## src/logic/pppc_pkg.sv

```systemverilog
// Constants for the peak power and protection configuration register.
// Assumes the byte-wide register port of the device's serial interface.
package pppc_pkg;
    // ----------------------------------------
    // Register map
    // ----------------------------------------
    localparam logic [7:0]  ADDR_LOW        = 8'h32;
    localparam logic [7:0]  ADDR_HIGH       = 8'h33;
    localparam logic [15:0] RESET_VALUE     = 16'h02B7;
    // ----------------------------------------
    // Field positions
    // ----------------------------------------
    localparam int BIT_OVLD_HI   = 15;
    localparam int BIT_OVLD_LO   = 14;
    localparam int BIT_IN_TRIG   = 13;
    localparam int BIT_SYS_TRIG  = 12;
    localparam int BIT_OVLD_FLAG = 11;
    localparam int BIT_RLX_FLAG  = 10;
    localparam int BIT_CYC_HI    = 9;
    localparam int BIT_CYC_LO    = 8;
    localparam int BIT_EXT_LIM   = 7;
    localparam int BIT_MON_DIR   = 6;
    localparam int BIT_LS_OCP    = 5;
    localparam int BIT_IN_OCP    = 4;
    localparam int BIT_INPUT_OVERCURRENT_PROTECT_EN   = 3;
    localparam int BIT_INPUT_OVERCURRENT_PROTECT_LVL  = 2;
    localparam int BIT_BATT_DISCHARGE_OVERCURRENT_EN  = 1;
    localparam int BIT_BATT_DISCHARGE_OVERCURRENT_LVL = 0;
    // ----------------------------------------
    // Timing, 20 MHz clock
    // ----------------------------------------
    localparam int CLK_HZ          = 20_000_000;
    localparam int BLANK_US        = 100;
    localparam int BLANK_CYCLES    = BLANK_US * (CLK_HZ / 1_000_000);
    localparam int MS_CYCLES       = CLK_HZ / 1000;
    localparam int OVLD_MS_0       = 1;
    localparam int OVLD_MS_1       = 2;
    localparam int OVLD_MS_2       = 10;
    localparam int OVLD_MS_3       = 20;
    localparam int CYC_MS_0        = 5;
    localparam int CYC_MS_1        = 10;
    localparam int CYC_MS_2        = 20;
    localparam int CYC_MS_3        = 40;
    localparam int CNT_W           = 24;
    // ----------------------------------------
    // Peak power sequencer states
    // ----------------------------------------
    typedef enum logic [2:0] {
        PPPC_IDLE     = 3'b001,
        PPPC_OVERLOAD = 3'b010,
        PPPC_RELAX    = 3'b100
    } pppc_state_t;
endpackage

```

## src/logic/pppc_blanking.sv

```systemverilog
// Qualifies a fault level: fires once it has held for a given cycle count.
// Assumes the level is synchronous to mclk.
`timescale 1ns/100ps
`default_nettype none
module pppc_blanking #(
    parameter int CYCLES = pppc_pkg::BLANK_CYCLES
) (
    input  wire logic  mclk,     // Clock
    input  wire logic  rst_n,    // Sync reset
    input  wire logic  level,    // Raw fault level
    output logic       fired     // Held long enough
);
    logic [15:0] cnt;
    logic [15:0] next_cnt;
    logic        next_fired;

    always_comb begin
        next_cnt   = cnt;
        next_fired = 1'b0;
        if (!level) begin
            next_cnt = '0;
        end else if (cnt >= 16'(CYCLES - 1)) begin
            next_fired = 1'b1;
        end else begin
            next_cnt = cnt + 1'b1;
        end
    end

    always_ff @(posedge mclk) begin
        if (!rst_n) begin
            cnt   <= '0;
            fired <= 1'b0;
        end else begin
            cnt   <= next_cnt;
            fired <= next_fired;
        end
    end
endmodule
`default_nettype wire

```

## src/logic/pppc_ms_timer.sv

```systemverilog
// Millisecond-scaled down counter; start loads a count, done pulses at zero.
// Assumes one synchronous clock.
`timescale 1ns/100ps
`default_nettype none
module pppc_ms_timer #(
    parameter int MS_CYCLES = pppc_pkg::MS_CYCLES
) (
    input  wire logic        mclk,     // Clock
    input  wire logic        rst_n,    // Sync reset
    input  wire logic        start,    // Load pulse
    input  wire logic        stop,     // Abandon count
    input  wire logic [5:0]  ms,       // Length in ms
    output logic             done      // Expiry pulse
);
    logic [pppc_pkg::CNT_W-1:0] cnt;
    logic [pppc_pkg::CNT_W-1:0] next_cnt;
    logic                       run;
    logic                       next_run;
    logic                       next_done;

    always_comb begin
        next_cnt  = cnt;
        next_run  = run;
        next_done = 1'b0;
        if (start) begin
            next_cnt = pppc_pkg::CNT_W'(ms * MS_CYCLES - 1);
            next_run = 1'b1;
        end else if (stop) begin
            next_run = 1'b0;
        end else if (run) begin
            if (cnt == '0) begin
                next_run  = 1'b0;
                next_done = 1'b1;
            end else begin
                next_cnt = cnt - 1'b1;
            end
        end
    end

    always_ff @(posedge mclk) begin
        if (!rst_n) begin
            cnt  <= '0;
            run  <= 1'b0;
            done <= 1'b0;
        end else begin
            cnt  <= next_cnt;
            run  <= next_run;
            done <= next_done;
        end
    end
endmodule
`default_nettype wire

```

## src/logic/pppc_top.sv

```systemverilog
// Peak power and protection configuration register with its sequencer.
// Assumes a byte-wide register port decoded by the serial interface,
// and analog comparator results already synchronous to mclk.
//
// Notes on behaviour
// - Overload time field picks 1, 2, 10 or 20 ms; default 1 ms.
// - Input overshoot trigger enable lets input overshoot start peak power.
// - System undershoot trigger enable lets undershoot start peak power.
// - Both trigger enables clear means peak power is fully off.
// - Adapter removal clears both trigger enables.
// - Overload flag set during overload; host writing 0 ends it.
// - Relax flag set during relax; host writing 0 ends it.
// - Cycle time field picks 5, 10, 20 or 40 ms; default 20 ms.
// - Overload time longer than cycle time skips relax entirely.
// - External limit enable lets pin limit join; lowest limit wins.
// - Direction bit: monitor shows discharge at 0, charge at 1.
// - Low-side switch threshold select: 210 mV at 0, 150 mV at 1.
// - Input over-current threshold select: 280 mV at 0, 150 mV at 1.
// - Input over-current enabled and detected stops converter after 100 us.
// - Input over-current level: 133 % at 0, 200 % at 1 of second limit.
// - Discharge over-current enabled and detected stops converter.
// - Discharge over-current level: 133 % at 0, 200 % at 1.
// - Upper byte at 0x33, lower at 0x32; resets to 0x02B7.
`timescale 1ns/100ps
`default_nettype none
module pppc_top #(
    parameter int LIMIT_W = 8
) (
    input  wire logic               mclk,                  // 20 MHz clock
    input  wire logic               rst_n,                 // Sync reset
    input  wire logic [7:0]         reg_addr,              // Byte address
    input  wire logic               reg_wr,                // Write strobe
    input  wire logic [7:0]         reg_wdata,             // Write byte
    output logic      [7:0]         reg_rdata,             // Read byte
    input  wire logic               adapter_present,       // Adapter attached
    input  wire logic               input_overshoot,       // Input current overshoot
    input  wire logic               sys_undershoot,        // System voltage dip
    input  wire logic               input_oc_detect,       // Input over-current
    input  wire logic               batt_oc_detect,        // Discharge over-current
    input  wire logic [LIMIT_W-1:0] limit_pin,             // External limit code
    input  wire logic [LIMIT_W-1:0] dynamic_input_limit,   // Dynamic limit
    input  wire logic [LIMIT_W-1:0] host_input_limit,      // Host limit
    output logic      [LIMIT_W-1:0] input_limit,           // Limit in effect
    output logic                    peak_power_enabled,    // Peak power armed
    output logic                    peak_overload,         // In overload cycle
    output logic                    peak_relax,            // In relax cycle
    output logic                    monitor_charge_dir,    // 1 reports charge
    output logic                    low_side_ocp_150mv,    // 150 mV threshold
    output logic                    input_ocp_150mv,       // 150 mV threshold
    output logic                    input_oc_level_200,    // 200 % of second limit
    output logic                    batt_oc_level_200,     // 200 % of discharge level
    output logic                    converter_off          // Protection latch
);
    // ----------------------------------------
    // Register state
    // ----------------------------------------
    logic [15:0]           cfg;
    logic [15:0]           next_cfg;
    pppc_pkg::pppc_state_t state;
    pppc_pkg::pppc_state_t next_state;
    logic                  next_off;
    logic [LIMIT_W-1:0]    next_limit;
    logic                  wr_hi;
    logic                  wr_lo;
    logic                  input_overcurrent_protect_fired;
    logic                  t_start;
    logic                  t_stop;
    logic                  t_done;
    logic [5:0]            t_ms;
    logic [5:0]            ovld_ms;
    logic [5:0]            cyc_ms;
    logic                  trigger;

    assign wr_hi = reg_wr && (reg_addr == pppc_pkg::ADDR_HIGH);
    assign wr_lo = reg_wr && (reg_addr == pppc_pkg::ADDR_LOW);

    // ----------------------------------------
    // Field decode
    // ----------------------------------------
    always_comb begin
        case (cfg[pppc_pkg::BIT_OVLD_HI:pppc_pkg::BIT_OVLD_LO])
            2'h0:    ovld_ms = 6'(pppc_pkg::OVLD_MS_0);
            2'h1:    ovld_ms = 6'(pppc_pkg::OVLD_MS_1);
            2'h2:    ovld_ms = 6'(pppc_pkg::OVLD_MS_2);
            default: ovld_ms = 6'(pppc_pkg::OVLD_MS_3);
        endcase
        case (cfg[pppc_pkg::BIT_CYC_HI:pppc_pkg::BIT_CYC_LO])
            2'h0:    cyc_ms = 6'(pppc_pkg::CYC_MS_0);
            2'h1:    cyc_ms = 6'(pppc_pkg::CYC_MS_1);
            2'h2:    cyc_ms = 6'(pppc_pkg::CYC_MS_2);
            default: cyc_ms = 6'(pppc_pkg::CYC_MS_3);
        endcase
    end

    assign peak_power_enabled = cfg[pppc_pkg::BIT_IN_TRIG]
                              | cfg[pppc_pkg::BIT_SYS_TRIG];
    assign trigger = (cfg[pppc_pkg::BIT_IN_TRIG] && input_overshoot)
                   | (cfg[pppc_pkg::BIT_SYS_TRIG] && sys_undershoot);

    // ----------------------------------------
    // Peak power sequencer
    // ----------------------------------------
    // Overload lasts the overload time; relax lasts the cycle time.
    always_comb begin
        next_state = state;
        t_start    = 1'b0;
        t_stop     = 1'b0;
        t_ms       = ovld_ms;
        case (state)
            pppc_pkg::PPPC_IDLE: begin
                if (trigger) begin
                    next_state = pppc_pkg::PPPC_OVERLOAD;
                    t_start    = 1'b1;
                end
            end
            pppc_pkg::PPPC_OVERLOAD: begin
                if (!peak_power_enabled
                    || (wr_hi && !reg_wdata[pppc_pkg::BIT_OVLD_FLAG - 8])) begin
                    next_state = pppc_pkg::PPPC_IDLE;
                    t_stop     = 1'b1;
                end else if (t_done) begin
                    if (ovld_ms > cyc_ms) begin
                        next_state = pppc_pkg::PPPC_IDLE;
                    end else begin
                        next_state = pppc_pkg::PPPC_RELAX;
                        t_start    = 1'b1;
                        t_ms       = cyc_ms;
                    end
                end
            end
            pppc_pkg::PPPC_RELAX: begin
                if (!peak_power_enabled || t_done
                    || (wr_hi && !reg_wdata[pppc_pkg::BIT_RLX_FLAG - 8])) begin
                    next_state = pppc_pkg::PPPC_IDLE;
                    t_stop     = 1'b1;
                end
            end
            default: next_state = pppc_pkg::PPPC_IDLE;
        endcase
    end

    pppc_ms_timer #(
        .MS_CYCLES (pppc_pkg::MS_CYCLES)
    ) u_timer (
        .mclk  (mclk),
        .rst_n (rst_n),
        .start (t_start),
        .stop  (t_stop),
        .ms    (t_ms),
        .done  (t_done)
    );

    pppc_blanking #(
        .CYCLES (pppc_pkg::BLANK_CYCLES)
    ) u_blank (
        .mclk  (mclk),
        .rst_n (rst_n),
        .level (cfg[pppc_pkg::BIT_INPUT_OVERCURRENT_PROTECT_EN] && input_oc_detect),
        .fired (input_overcurrent_protect_fired)
    );

    // ----------------------------------------
    // Register update
    // ----------------------------------------
    always_comb begin
        next_cfg = cfg;
        if (wr_hi) begin
            next_cfg[15:8] = reg_wdata;
        end
        if (wr_lo) begin
            next_cfg[7:0] = reg_wdata;
        end
        // Flags mirror the sequencer; a host 1 cannot start a cycle
        next_cfg[pppc_pkg::BIT_OVLD_FLAG] = (next_state == pppc_pkg::PPPC_OVERLOAD);
        next_cfg[pppc_pkg::BIT_RLX_FLAG]  = (next_state == pppc_pkg::PPPC_RELAX);
        if (!adapter_present) begin
            next_cfg[pppc_pkg::BIT_IN_TRIG]  = 1'b0;
            next_cfg[pppc_pkg::BIT_SYS_TRIG] = 1'b0;
        end
    end

    // ----------------------------------------
    // Protection and limit
    // ----------------------------------------
    // Latched until reset; restart policy belongs to the power stage.
    always_comb begin
        next_off = converter_off | input_overcurrent_protect_fired
                 | (cfg[pppc_pkg::BIT_BATT_DISCHARGE_OVERCURRENT_EN] && batt_oc_detect);
        next_limit = (dynamic_input_limit < host_input_limit)
                   ? dynamic_input_limit : host_input_limit;
        if (cfg[pppc_pkg::BIT_EXT_LIM] && (limit_pin < next_limit)) begin
            next_limit = limit_pin;
        end
    end

    always_ff @(posedge mclk) begin
        if (!rst_n) begin
            cfg           <= pppc_pkg::RESET_VALUE;
            state         <= pppc_pkg::PPPC_IDLE;
            converter_off <= 1'b0;
            input_limit   <= '0;
        end else begin
            cfg           <= next_cfg;
            state         <= next_state;
            converter_off <= next_off;
            input_limit   <= next_limit;
        end
    end

    // ----------------------------------------
    // Outputs
    // ----------------------------------------
    assign reg_rdata = (reg_addr == pppc_pkg::ADDR_HIGH) ? cfg[15:8]
                     : (reg_addr == pppc_pkg::ADDR_LOW)  ? cfg[7:0] : 8'h00;
    assign peak_overload      = cfg[pppc_pkg::BIT_OVLD_FLAG];
    assign peak_relax         = cfg[pppc_pkg::BIT_RLX_FLAG];
    assign monitor_charge_dir = cfg[pppc_pkg::BIT_MON_DIR];
    assign low_side_ocp_150mv = cfg[pppc_pkg::BIT_LS_OCP];
    assign input_ocp_150mv    = cfg[pppc_pkg::BIT_IN_OCP];
    assign input_oc_level_200 = cfg[pppc_pkg::BIT_INPUT_OVERCURRENT_PROTECT_LVL];
    assign batt_oc_level_200  = cfg[pppc_pkg::BIT_BATT_DISCHARGE_OVERCURRENT_LVL];
endmodule
`default_nettype wire

```

## config.mk

```make
export PLATFORM = sky130hd
export DESIGN_NAME = pppc_top
export DESIGN_NICKNAME = d
export VERILOG_FILES = /design/src/logic/pppc_pkg.sv /design/src/logic/pppc_blanking.sv /design/src/logic/pppc_ms_timer.sv /design/src/logic/pppc_top.sv
export SDC_FILE = /design/constraint.sdc
export NUM_CORES = 1
export LEC_CHECK = 0
export ABC_CLOCK_PERIOD_IN_PS = 11600
export BUFFER_PORTS_ARGS = -buffer_cell sky130_fd_sc_hd__buf_2
export CAP_MARGIN = 20
export CORE_MARGIN = 8
export CORE_UTILIZATION = 60
export CTS_BUF_LIST = sky130_fd_sc_hd__clkbuf_4
export DETAILED_ROUTE_END_ITERATION = 10
export GPL_TIMING_DRIVEN = 0
export PLACE_DENSITY = 0.83
export SYNTH_ARGS = -nofsm -noshare
export SYNTH_HDL_FRONTEND = slang
export SYNTH_SLANG_ARGS = --single-unit
```

## constraint.sdc

```tcl
create_clock -name mclk -period 11.6 [get_ports mclk]
set_input_delay 2.32 -clock mclk [delete_from_list [all_inputs] [get_ports mclk]]
set_output_delay 2.32 -clock mclk [all_outputs]
set_load 0.01 [all_outputs]
```

==> impl_metrics.ini, run 1 <==
[cts]
cts_root_buffer = clkbuf_4
cts_num_sinks = 71
cts.hold.buffers_added = 0
htree_num_levels = 3
tritoncts = built
post_cts.repair.setup_buffers = 0
cts_buffer_depth = 2
cts_resized = 0
clkTransAtPathRegs_ns = 0.14
cts_buffers = 9
clk-insertion-delay-late_ns = 0.43

[yosys]
synth.most_common_cell = dfxtp_1
synth_cell_types = 72
ys_ff_latch = 71
synthDominantAreaCellType = dfxtp_1
yosysWarningCount = 0
syn_area_sq_um = 5400
yosys-top-cells-count = 71 x dfxtp_1, 66 x nor2_1, 51 x ha_1
synth_cells = 647
yosysTopAreaCellShare = 0.263
synth_fp_nets = 753
synthFlopType = dfxtp_1
synth_area_per_cell_sq_um = 8.34
synthTopCellsByArea = dfxtp_1 26%, ha_1 12%, mux2i_1 5.9%
ys_seq_area_frac = 0.263
synth-edff-count = 0
synth-async-reset-ratio = 0

[global_routing]
grt.busiest_layer = met2
grt_pass1_wl_mm = 23.7
overflow = 0
gr-usage-all-layers = 0.226
grt_use_met3 = 0.0449
met1_usage = 0.258
use_met2 = 0.396
antenna_found_initial = 1
grt_pass1_vias = 5186
grt_max_degree = 16

[worst_setup_path]
critPathLaunchType = input port
cp-end-kind = register
critical_path.cell_chain = buf_2, and4bb_2, and3_1, nor3_1, nand2_1, o21ai_0, fa_1, inv_1, fa_1, inv_1, ha_1, ha_1, clkbuf_1, o21ai_0, o21ai_0, o2111ai_1, nor3_1, nand3_1, nor4_1, o211a_1
required_ns = 11.98
timing.rr.start = cfg[14]
crit_arrival_ns = 8.64
startpoint = reg_addr[5]
critPathKind = input port to register
critical_path.slowest_cell = o21ai_0
cp_max_fo = 9
max_stage_delay_ns = 0.85
cp_common_cell = o21ai_0

[timing]
clock.fmax_ghz = 0.121
maxSlewViolCount = 0
finalHoldViolations = 0
slew_headroom = 0.359
period_share = 0.712
skew_ns = 0.0158
setup_viol = 0
max_slew.worst_pin.slew_ns = 0.952
fin_crit_ns = 8.26
rsz0062_at_grt = no
setup_tns_ns = 0

[power]
leakage_nw = 2.96
pwr_density_cell_nw_per_um2 = 79.9
max-vdd-ir-drop_mv = 0.0470
power_uw = 485

[floorplan]
core-area_sq_um = 8720
io_pins = 73
die_w_um = 111
die_y_um = 111
start_util = 0.619
die_area_sq_um = 12300
rows = 34

[route]
detail_route.iter0.violations = 377
final_antenna_net_count = 0
drc_errors = 0
routed_wl_mm = 14.0
drtPass1Iterations = 5
routedWlPerCell_um = 16.6
vias = 5109
vias_per_cell = 6.05

[run]
max_cap_violations = 0

[place]
dp.final_hpwl_mm = 11.0
io_buffers = 72
place_congestion = 0.948

[layout]
area_growth_pct = 12.4
nets = 837
drive_gt1_frac = 0.171

[min_path]
holdCritStartpoint = u_blank.cnt[11]
hold_path_class = register to register

[outcome]
status = finished clean
worst max-delay path: cells and delay by family:
| family | cells | cell delay, ns |
|---|---|---|
| buffers and inverters | 4 | 0.51 |
| adders and majority gates | 4 | 1.45 |
| and+or+nand+nor | 7 | 2.66 |
| AOI/OAI and AO/OA | 5 | 1.69 |
state kept, by name (all words and copies together), names as in the netlist:
name           cells
u_timer.done       1
u_blank.cnt       16
u_blank.fired      1
u_timer.cnt       24
state              3
cfg               16
input_limit        8
u_timer.run        1
converter_off      1
logic make-up after synthesis:
| group | Yosys count | synth area share |
|---|---|---|
| buffers and inverters | 71 | 0.0517 |
| adders and majority gates | 58 | 0.144 |
| muxes | 39 | 0.0740 |
| xor gates and xnor gates | 40 | 0.0663 |
| AOI/OAI and AO/OA | 122 | 0.152 |
| and+or+nand+nor | 246 | 0.248 |
| DFF | 71 | 0.263 |
path summary, 6_finish.rpt:
check	slack, ns	endpoint	depth (start not counted)
max	3.34	u_timer.cnt[21]	20
max reg2reg	4.77	u_timer.cnt[21]	22
min	0.48	u_blank.cnt[11]	1
min reg2reg	0.48	u_blank.cnt[11]	1
routing by layer:
| layer | routed length (um) | vias to the layer above |
|---|---|---|
| met4 | 358 | 0 |
| met5 | 0 | - |
| met2 | 7030 | 193 |
| met1 | 5760 | 2407 |
| li1 | - | 2475 |
| met3 | 904 | 34 |
cell usage in the layout (no fill, tap or decap), types with 8 or more instances in the layout:
cell type,count
nor4_1,11
buf_2,76
and2_1,13
or3_1,13
nor2_1,66
nor3_1,15
dfxtp_1,71
o21ai_0,25
inv_1,47
and3_1,8
nor3b_1,10
nand3_1,18
nand2_1,44
ha_1,51
a21oi_1,32
xnor2_1,22
clkbuf_4,9
mux2i_1,32
xor2_1,17
clkbuf_1,18
a211oi_1,8
layout make-up:
| class | count | area, sq um |
|---|---|---|
| plain buffers | 23 | 98.8 |
| well taps | 108 | 135 |
| flip-flops and latches | 71 | 1420 |
| clock buffers | 9 | 67.6 |
| diodes | 1 | 2.50 |
| multi-input cells | 505 | 3700 |
| fillers | 669 | 2660 |
| repair buffers | 73 | 368 |
| clock inverters | 7 | 87.6 |
| inverters | 48 | 180 |
per-stage QoR:
| stage | instance area, sq um | hold WS (ns) | worst slack [ns] | util | std cells |
|---|---|---|---|---|---|
| 6_report | 6060 | 0.476 | 3.34 | 0.695 | 845 |
| 5_1_grt | 6060 | 0.487 | 2.72 | 0.695 | 845 |
| 4_1_cts | 6060 | 0.475 | 3.37 | 0.695 | 844 |
| 2_1_floorplan | 5400 | 0.417 | 4.27 | - | 647 |
| 3_3_place_gp | 5890 | 0.435 | 3.11 | 0.676 | 827 |
| 3_5_place_dp | 5910 | 0.440 | 3.00 | 0.677 | 828 |
power breakdown:
group | total [mW] | internal [mW] | switching (mW)
clock | 0.175 | 0.0707 | 0.105
combinational | 0.0596 | 0.0270 | 0.0326
sequential | 0.250 | 0.248 | 0.00132
total | 0.485 | 0.346 | 0.139
No activity file was read; power rests on OpenSTA's default activity.
==> run 2, diff against run 1 <==
ABC_AREA = 1   (was not set)
ABC_CLOCK_PERIOD_IN_PS = 7450   (was 11600)
CORE_UTILIZATION = 55   (was 60)
PLACE_DENSITY = 0.8   (was 0.83)
clock period = 7.45 ns   (was 11.6 ns; I/O delays follow)
==> run 2 against run 1 <==
  * Non-clock buffer count fell by 8
  * Core utilization fell by 5.9 points
  * Sequential share of layout area fell by 0.39 points
  * Clock power rose by 85%
==> impl_metrics.ini, run 2 <==
[power]
pwr_density_cell_nw_per_um2 = 131
leakage_nw = 3.25
max-vdd-ir-drop_mv = 0.0980

[yosys]
synth-async-reset-ratio = 0
synth.most_common_cell = nand2_1
yosysWarningCount = 0
syn_area_sq_um = 5450
synth_fp_nets = 921
ys_ff_latch = 71
synth_cell_types = 45
synth_cells = 815
yosysTopAreaCellShare = 0.261
ys_seq_area_frac = 0.261
synthTopCellsByArea = dfxtp_1 26%, nand2_1 12%, ha_1 12%
yosys-top-cells-count = 178 x nand2_1, 127 x inv_1, 87 x nor2_1
synthFlopType = dfxtp_1
synthDominantAreaCellType = dfxtp_1
synth-edff-count = 0
synth_area_per_cell_sq_um = 6.68

[timing]
period_share = 0.795
max_slew.worst_pin.slew_ns = 0.980
slew_headroom = 0.340
setup_tns_ns = 0
fin_crit_ns = 5.92
maxSlewViolCount = 0
skew_ns = 0.0218
finalHoldViolations = 0
setup_viol = 0
rsz0062_at_grt = no
finalWorstSetupSlack_ns = 1.53
clock.fmax_ghz = 0.169
worst_hold_slack_ns = 0.437

[worst_setup_path]
worst-path-stages = 24
cp_common_cell = inv_1
worst-path-buf-inv = 5
required_ns = 7.81
crit_arrival_ns = 6.28
max_stage_delay_ns = 0.83
critical_path.slowest_cell = o21ai_0
critical_path.cell_chain = buf_2, nand2_1, inv_1, nand2_1, nor2_4, nand3_2, nand4_2, o21ai_0, fa_1, inv_1, fa_1, inv_1, ha_1, ha_1, a21oi_1, o21ai_1, a21boi_1, xor2_1, inv_1, nor3_1, nand4_1, o21ai_1, nand2_1, a21oi_1
critPathKind = input port to register
critPathLaunchType = input port
r2r-end = u_timer.cnt[20]
cp-endpoint = u_timer.cnt[20]
startpoint = reg_addr[0]
timing.rr.start = cfg[14]
cp-end-kind = register
critPathTopFamily = compound AO/OA/AOI/OAI gates
r2r_slack_ns = 1.60
cp_max_fo = 7
ff2ff_path_depth = 26

[layout]
largest_register = u_timer.cnt
reg_top3 = u_timer.cnt: 24 flops, cfg: 16 flops, u_blank.cnt: 16 flops
layout_common_cells = 178 x nand2_1, 127 x inv_1, 87 x nor2_1, 78 x buf_2, 71 x dfxtp_1
n_fill_cell = 908
n_antenna_cell = 0
multi_input_area_sq_um = 3440
final-seq-area_sq_um = 1420
fin_util = 0.637
nets = 1004
largest_register_ffs = 24
layout_commonest_cell = nand2_1
drive_gt1_frac = 0.152
area_growth_pct = 13.2

[cts]
tritoncts = built
cts_resized = 0
htree_num_levels = 3
clkTransAtPathRegs_ns = 0.14
clk-insertion-delay-late_ns = 0.44
cts_buffers = 9
cts_num_sinks = 71
post_cts.repair.setup_buffers = 0
cts.hold.buffers_added = 0
cts_buffer_depth = 2
cts_root_buffer = clkbuf_4

[route]
drtPass1Iterations = 4
vias = 5387
drc_errors = 0
routedWlPerCell_um = 12.6
final_antenna_net_count = 0
routed_wl_mm = 13.0
vias_per_cell = 5.20
detail_route.iter0.violations = 394

[floorplan]
die_w_um = 116
core-area_sq_um = 9680
start_util = 0.562
die_y_um = 116
die_area_sq_um = 13300
rows = 36
io_pins = 73

[global_routing]
antenna_found_initial = 0
overflow = 0
grt_pass1_vias = 4869
grt_max_degree = 15
gr-usage-all-layers = 0.200
grt_pass1_wl_mm = 21.5

[run]
max_cap_violations = 0

[place]
place_congestion = 0.955
dp_slack_ns = 1.05
dp.final_hpwl_mm = 10.5
io_buffers = 72

[outcome]
status = finished clean

[min_path]
hold_path_class = register to register
run 2: worst reg2reg max path: stages (launching register included):
cell,delay [ns]
dfxtp_1,0.35
inv_1,0.09
ha_1,0.33
ha_1,0.30
nand2_1,0.08
nand2_1,0.05
nand2_1,0.05
nand3_1,0.07
nand2_2,0.11
nand4_2,0.19
o21ai_0,0.83
fa_1,0.55
inv_1,0.09
fa_1,0.39
inv_1,0.08
ha_1,0.24
ha_1,0.36
a21oi_1,0.15
o21ai_1,0.13
a21boi_1,0.18
xor2_1,0.26
inv_1,0.10
nor3_1,0.26
nand4_1,0.13
o21ai_1,0.21
nand2_1,0.07
a21oi_1,0.11
run 2: final cells by class:
type / count / area share
multi-input combinational: 593 / 0.558
sequential: 71 / 0.231
inverter: 135 / 0.0826
timing repair buffer: 72 / 0.0584
tap: 133 / 0.0270
clock inverter: 7 / 0.0203
buffer: 16 / 0.0122
clock buffer: 9 / 0.0110
run 2: power breakdown:
part | switching [mW] | internal [mW]
sequential | 0.00207 | 0.387
combinational | 0.0572 | 0.0372
clock | 0.149 | 0.174
total | 0.209 | 0.598
run 2: worst min-delay path by stage:
| stage | from | end | slack [ns] | cells past startpoint |
|---|---|---|---|---|
| after global routing | u_blank.cnt[12] | u_blank.cnt[12] | 0.46 | 2 |
| after detailed placement | u_blank.cnt[12] | u_blank.cnt[12] | 0.42 | 2 |
| after global placement | u_blank.cnt[12] | u_blank.cnt[12] | 0.42 | 2 |
| after floorplan | u_blank.cnt[12] | u_blank.cnt[12] | 0.41 | 2 |
| after CTS | u_blank.cnt[12] | u_blank.cnt[12] | 0.44 | 2 |
| final | u_blank.cnt[12] | u_blank.cnt[12] | 0.44 | 2 |
run 2: cells by family after synthesis:
logic type | share of synthesized area
flip-flops | 0.261
XOR/XNOR | 0.0354
adder cells (fa/ha/maj) | 0.143
AND/OR/NAND/NOR | 0.319
AO/OA/AOI/OAI | 0.134
buffers and inverters | 0.107
run 2: routing by layer:
metal / track usage / wire length [um] / vias up / part of all wire
li1: - / - / 2809 / -
met1: 0.257 / 6130 / 2392 / 0.47
met2: 0.322 / 5770 / 162 / 0.44
met3: 0.0417 / 856 / 24 / 0.066
met4: 0.0736 / 272 / 0 / 0.021
met5: 0 / 0 / - / 0
run 2: metrics by stage:
stage,instance area [sq um],total power [mW],instances
after floorplan,5450,0.455,815
final,6170,0.806,1036
after global placement,5970,0.489,1020
after detailed placement,5970,0.491,1020
after CTS,6170,0.813,1036
after global routing,6170,0.843,1036
==> run 3, diff against run 2 <==
ABC_CLOCK_PERIOD_IN_PS = 4800   (was 7450)
clock period = 4.8 ns   (was 7.45 ns; I/O delays follow)
==> run 3 against run 2 <==
  * The run now ends with setup timing left
  * Final cell count rose by 2.6%
  * Global-route usage rose by 1.3 points
  * Worst hold slack barely moved
  * Clock skew fell by 0.0077 ns
  * Final area rose by 9.3%
  * Die area did not move
  * Via count rose by 5.6%
  * Highest routed layer unchanged
==> impl_metrics.ini, run 3 (synthesized netlist as in run 2, its figures left out) <==
[outcome]
status = finished with violations
failed_checks = setup timing

[route]
drtPass1Iterations = 5
vias_per_cell = 5.35
routed_wl_mm = 15.0
final_antenna_net_count = 0
drc_errors = 0
vias = 5687
routedWlPerCell_um = 14.1
detail_route.iter0.violations = 479

[timing]
clock.fmax_ghz = 0.199
fin_crit_ns = 5.03
setup_tns_ns = -1.33
slew_headroom = 0.574
max_slew.worst_pin.slew_ns = 0.639
setup_viol = 8
maxSlewViolCount = 0
finalWorstSetupSlack_ns = -0.231
skew_ns = 0.0141
finalHoldViolations = 0
period_share = 1.05
rsz0062_at_grt = yes

[floorplan]
die_y_um = 116
die_area_sq_um = 13300
core-area_sq_um = 9680
rows = 36
start_util = 0.562
die_w_um = 116
io_pins = 73

[power]
pwr_density_cell_nw_per_um2 = 161
max-vdd-ir-drop_mv = 0.134
leakage_nw = 3.36

[layout]
drive_gt1_frac = 0.249
fin_util = 0.696
final-seq-area_sq_um = 1430
area_growth_pct = 23.7
multi_input_area_sq_um = 3850
fin_area_sq_um = 6740
n_fill_cell = 736
n_antenna_cell = 0
layout_common_cells = 163 x nand2_1, 115 x inv_1, 84 x nor2_1, 78 x buf_2, 67 x dfxtp_1
nets = 1031
layout_commonest_cell = nand2_1
reg_top3 = u_timer.cnt: 24 flops, cfg: 16 flops, u_blank.cnt: 16 flops
largest_register_ffs = 24
largest_register = u_timer.cnt

[cts]
cts_buffers = 9
cts_root_buffer = clkbuf_4
cts_num_sinks = 71
clkTransAtPathRegs_ns = 0.12
htree_num_levels = 3
cts_buffer_depth = 2
tritoncts = built
cts.hold.buffers_added = 0
clk-insertion-delay-late_ns = 0.42

[global_routing]
antenna_found_initial = 0
grt_pass1_wl_mm = 23.3
overflow = 0
grt_max_degree = 14
gr-usage-all-layers = 0.213
grt_pass1_vias = 5269

[worst_setup_path]
worst-path-buf-inv = 7
cp_max_fo = 5
critical_path.slowest_cell = fa_1
critPathKind = register to register
crit_arrival_ns = 5.41
critPathLaunchType = register
critPathTopFamily = adder cells
max_stage_delay_ns = 0.55
cp-end-kind = register
required_ns = 5.18

[min_path]
hold_path_class = register to register

[place]
post_dp_cell_area_sq_um = 6000
place_congestion = 0.923
io_buffers = 72
dp.final_hpwl_mm = 10.3

[run]
max_cap_violations = 0
==> run 3: changes by cell type in the layout (fill, tap and decap cells not counted), moves of 8 or more <==
cell and change:
buf_4 +24, ha_1 -11, inv_1 -12, nand2_1 -15, ha_4 +10, nand2_2 +8
==> run 3: worst paths after layout <==
path / from / endpoint / slack [ns] / cells after the start
worst max-delay path: cfg[15] / u_timer.cnt[23] / -0.23 / 32
worst min-delay path: u_blank.cnt[12] / u_blank.cnt[12] / 0.44 / 2
worst max register to register: cfg[15] / u_timer.cnt[23] / -0.23 / 32
worst min register to register: u_blank.cnt[12] / u_blank.cnt[12] / 0.44 / 2
==> run 3: per-stage QoR <==
stage / worst slack, ns / power, mW / hold slack [ns] / std cells
CTS: -0.186 / 1.08 / 0.440 / 1051
detailed placement: -0.775 / 0.762 / 0.421 / 1020
global placement: -0.703 / 0.760 / 0.417 / 1020
floorplan: 0.0201 / 0.707 / 0.408 / 815
finish: -0.231 / 1.08 / 0.437 / 1063
global route: -0.464 / 1.14 / 0.455 / 1063
==> run 3: timing repair <==
action	CTS	global route
gates cloned	0	0
pin swaps	31	34
resized for setup	56	45
endpoints found under the setup margin	11	11
buffers inserted	15	12
hold endpoints to repair	0	0
==> run 3: worst min-delay path: cells and delay by family (launching register included) <==
kind,cells,cell delay [ns]
and+or+nand+nor,1,0.03
DFF,1,0.33
buffers and inverters,1,0.05
==> run 3: report_power, final <==
| group | internal, mW | total [mW] | leakage, nW | switching, mW |
|---|---|---|---|---|
| clock | 0.106 | 0.331 | 0.0618 | 0.225 |
| sequential | 0.599 | 0.602 | 0.577 | 0.00309 |
| combinational | 0.0598 | 0.151 | 2.72 | 0.0912 |
==> run 3: final cells by class <==
class / instances / share of cell area
clock buffers: 9 / 0.0100
clock inverters: 7 / 0.00687
well taps: 133 / 0.0247
multi-input cells: 593 / 0.571
inverters: 135 / 0.0778
plain buffers: 16 / 0.0111
repair buffers: 99 / 0.0852
flip-flops and latches: 71 / 0.213
==> run 3: routing by layer <==
layer  global-route usage  vias up  share of wire
li1                     -     2846              -
met2                0.351      238           0.46
met4               0.0832        0          0.029
met3               0.0401       45          0.074
met5                    0        -              0
met1                0.269     2558           0.43
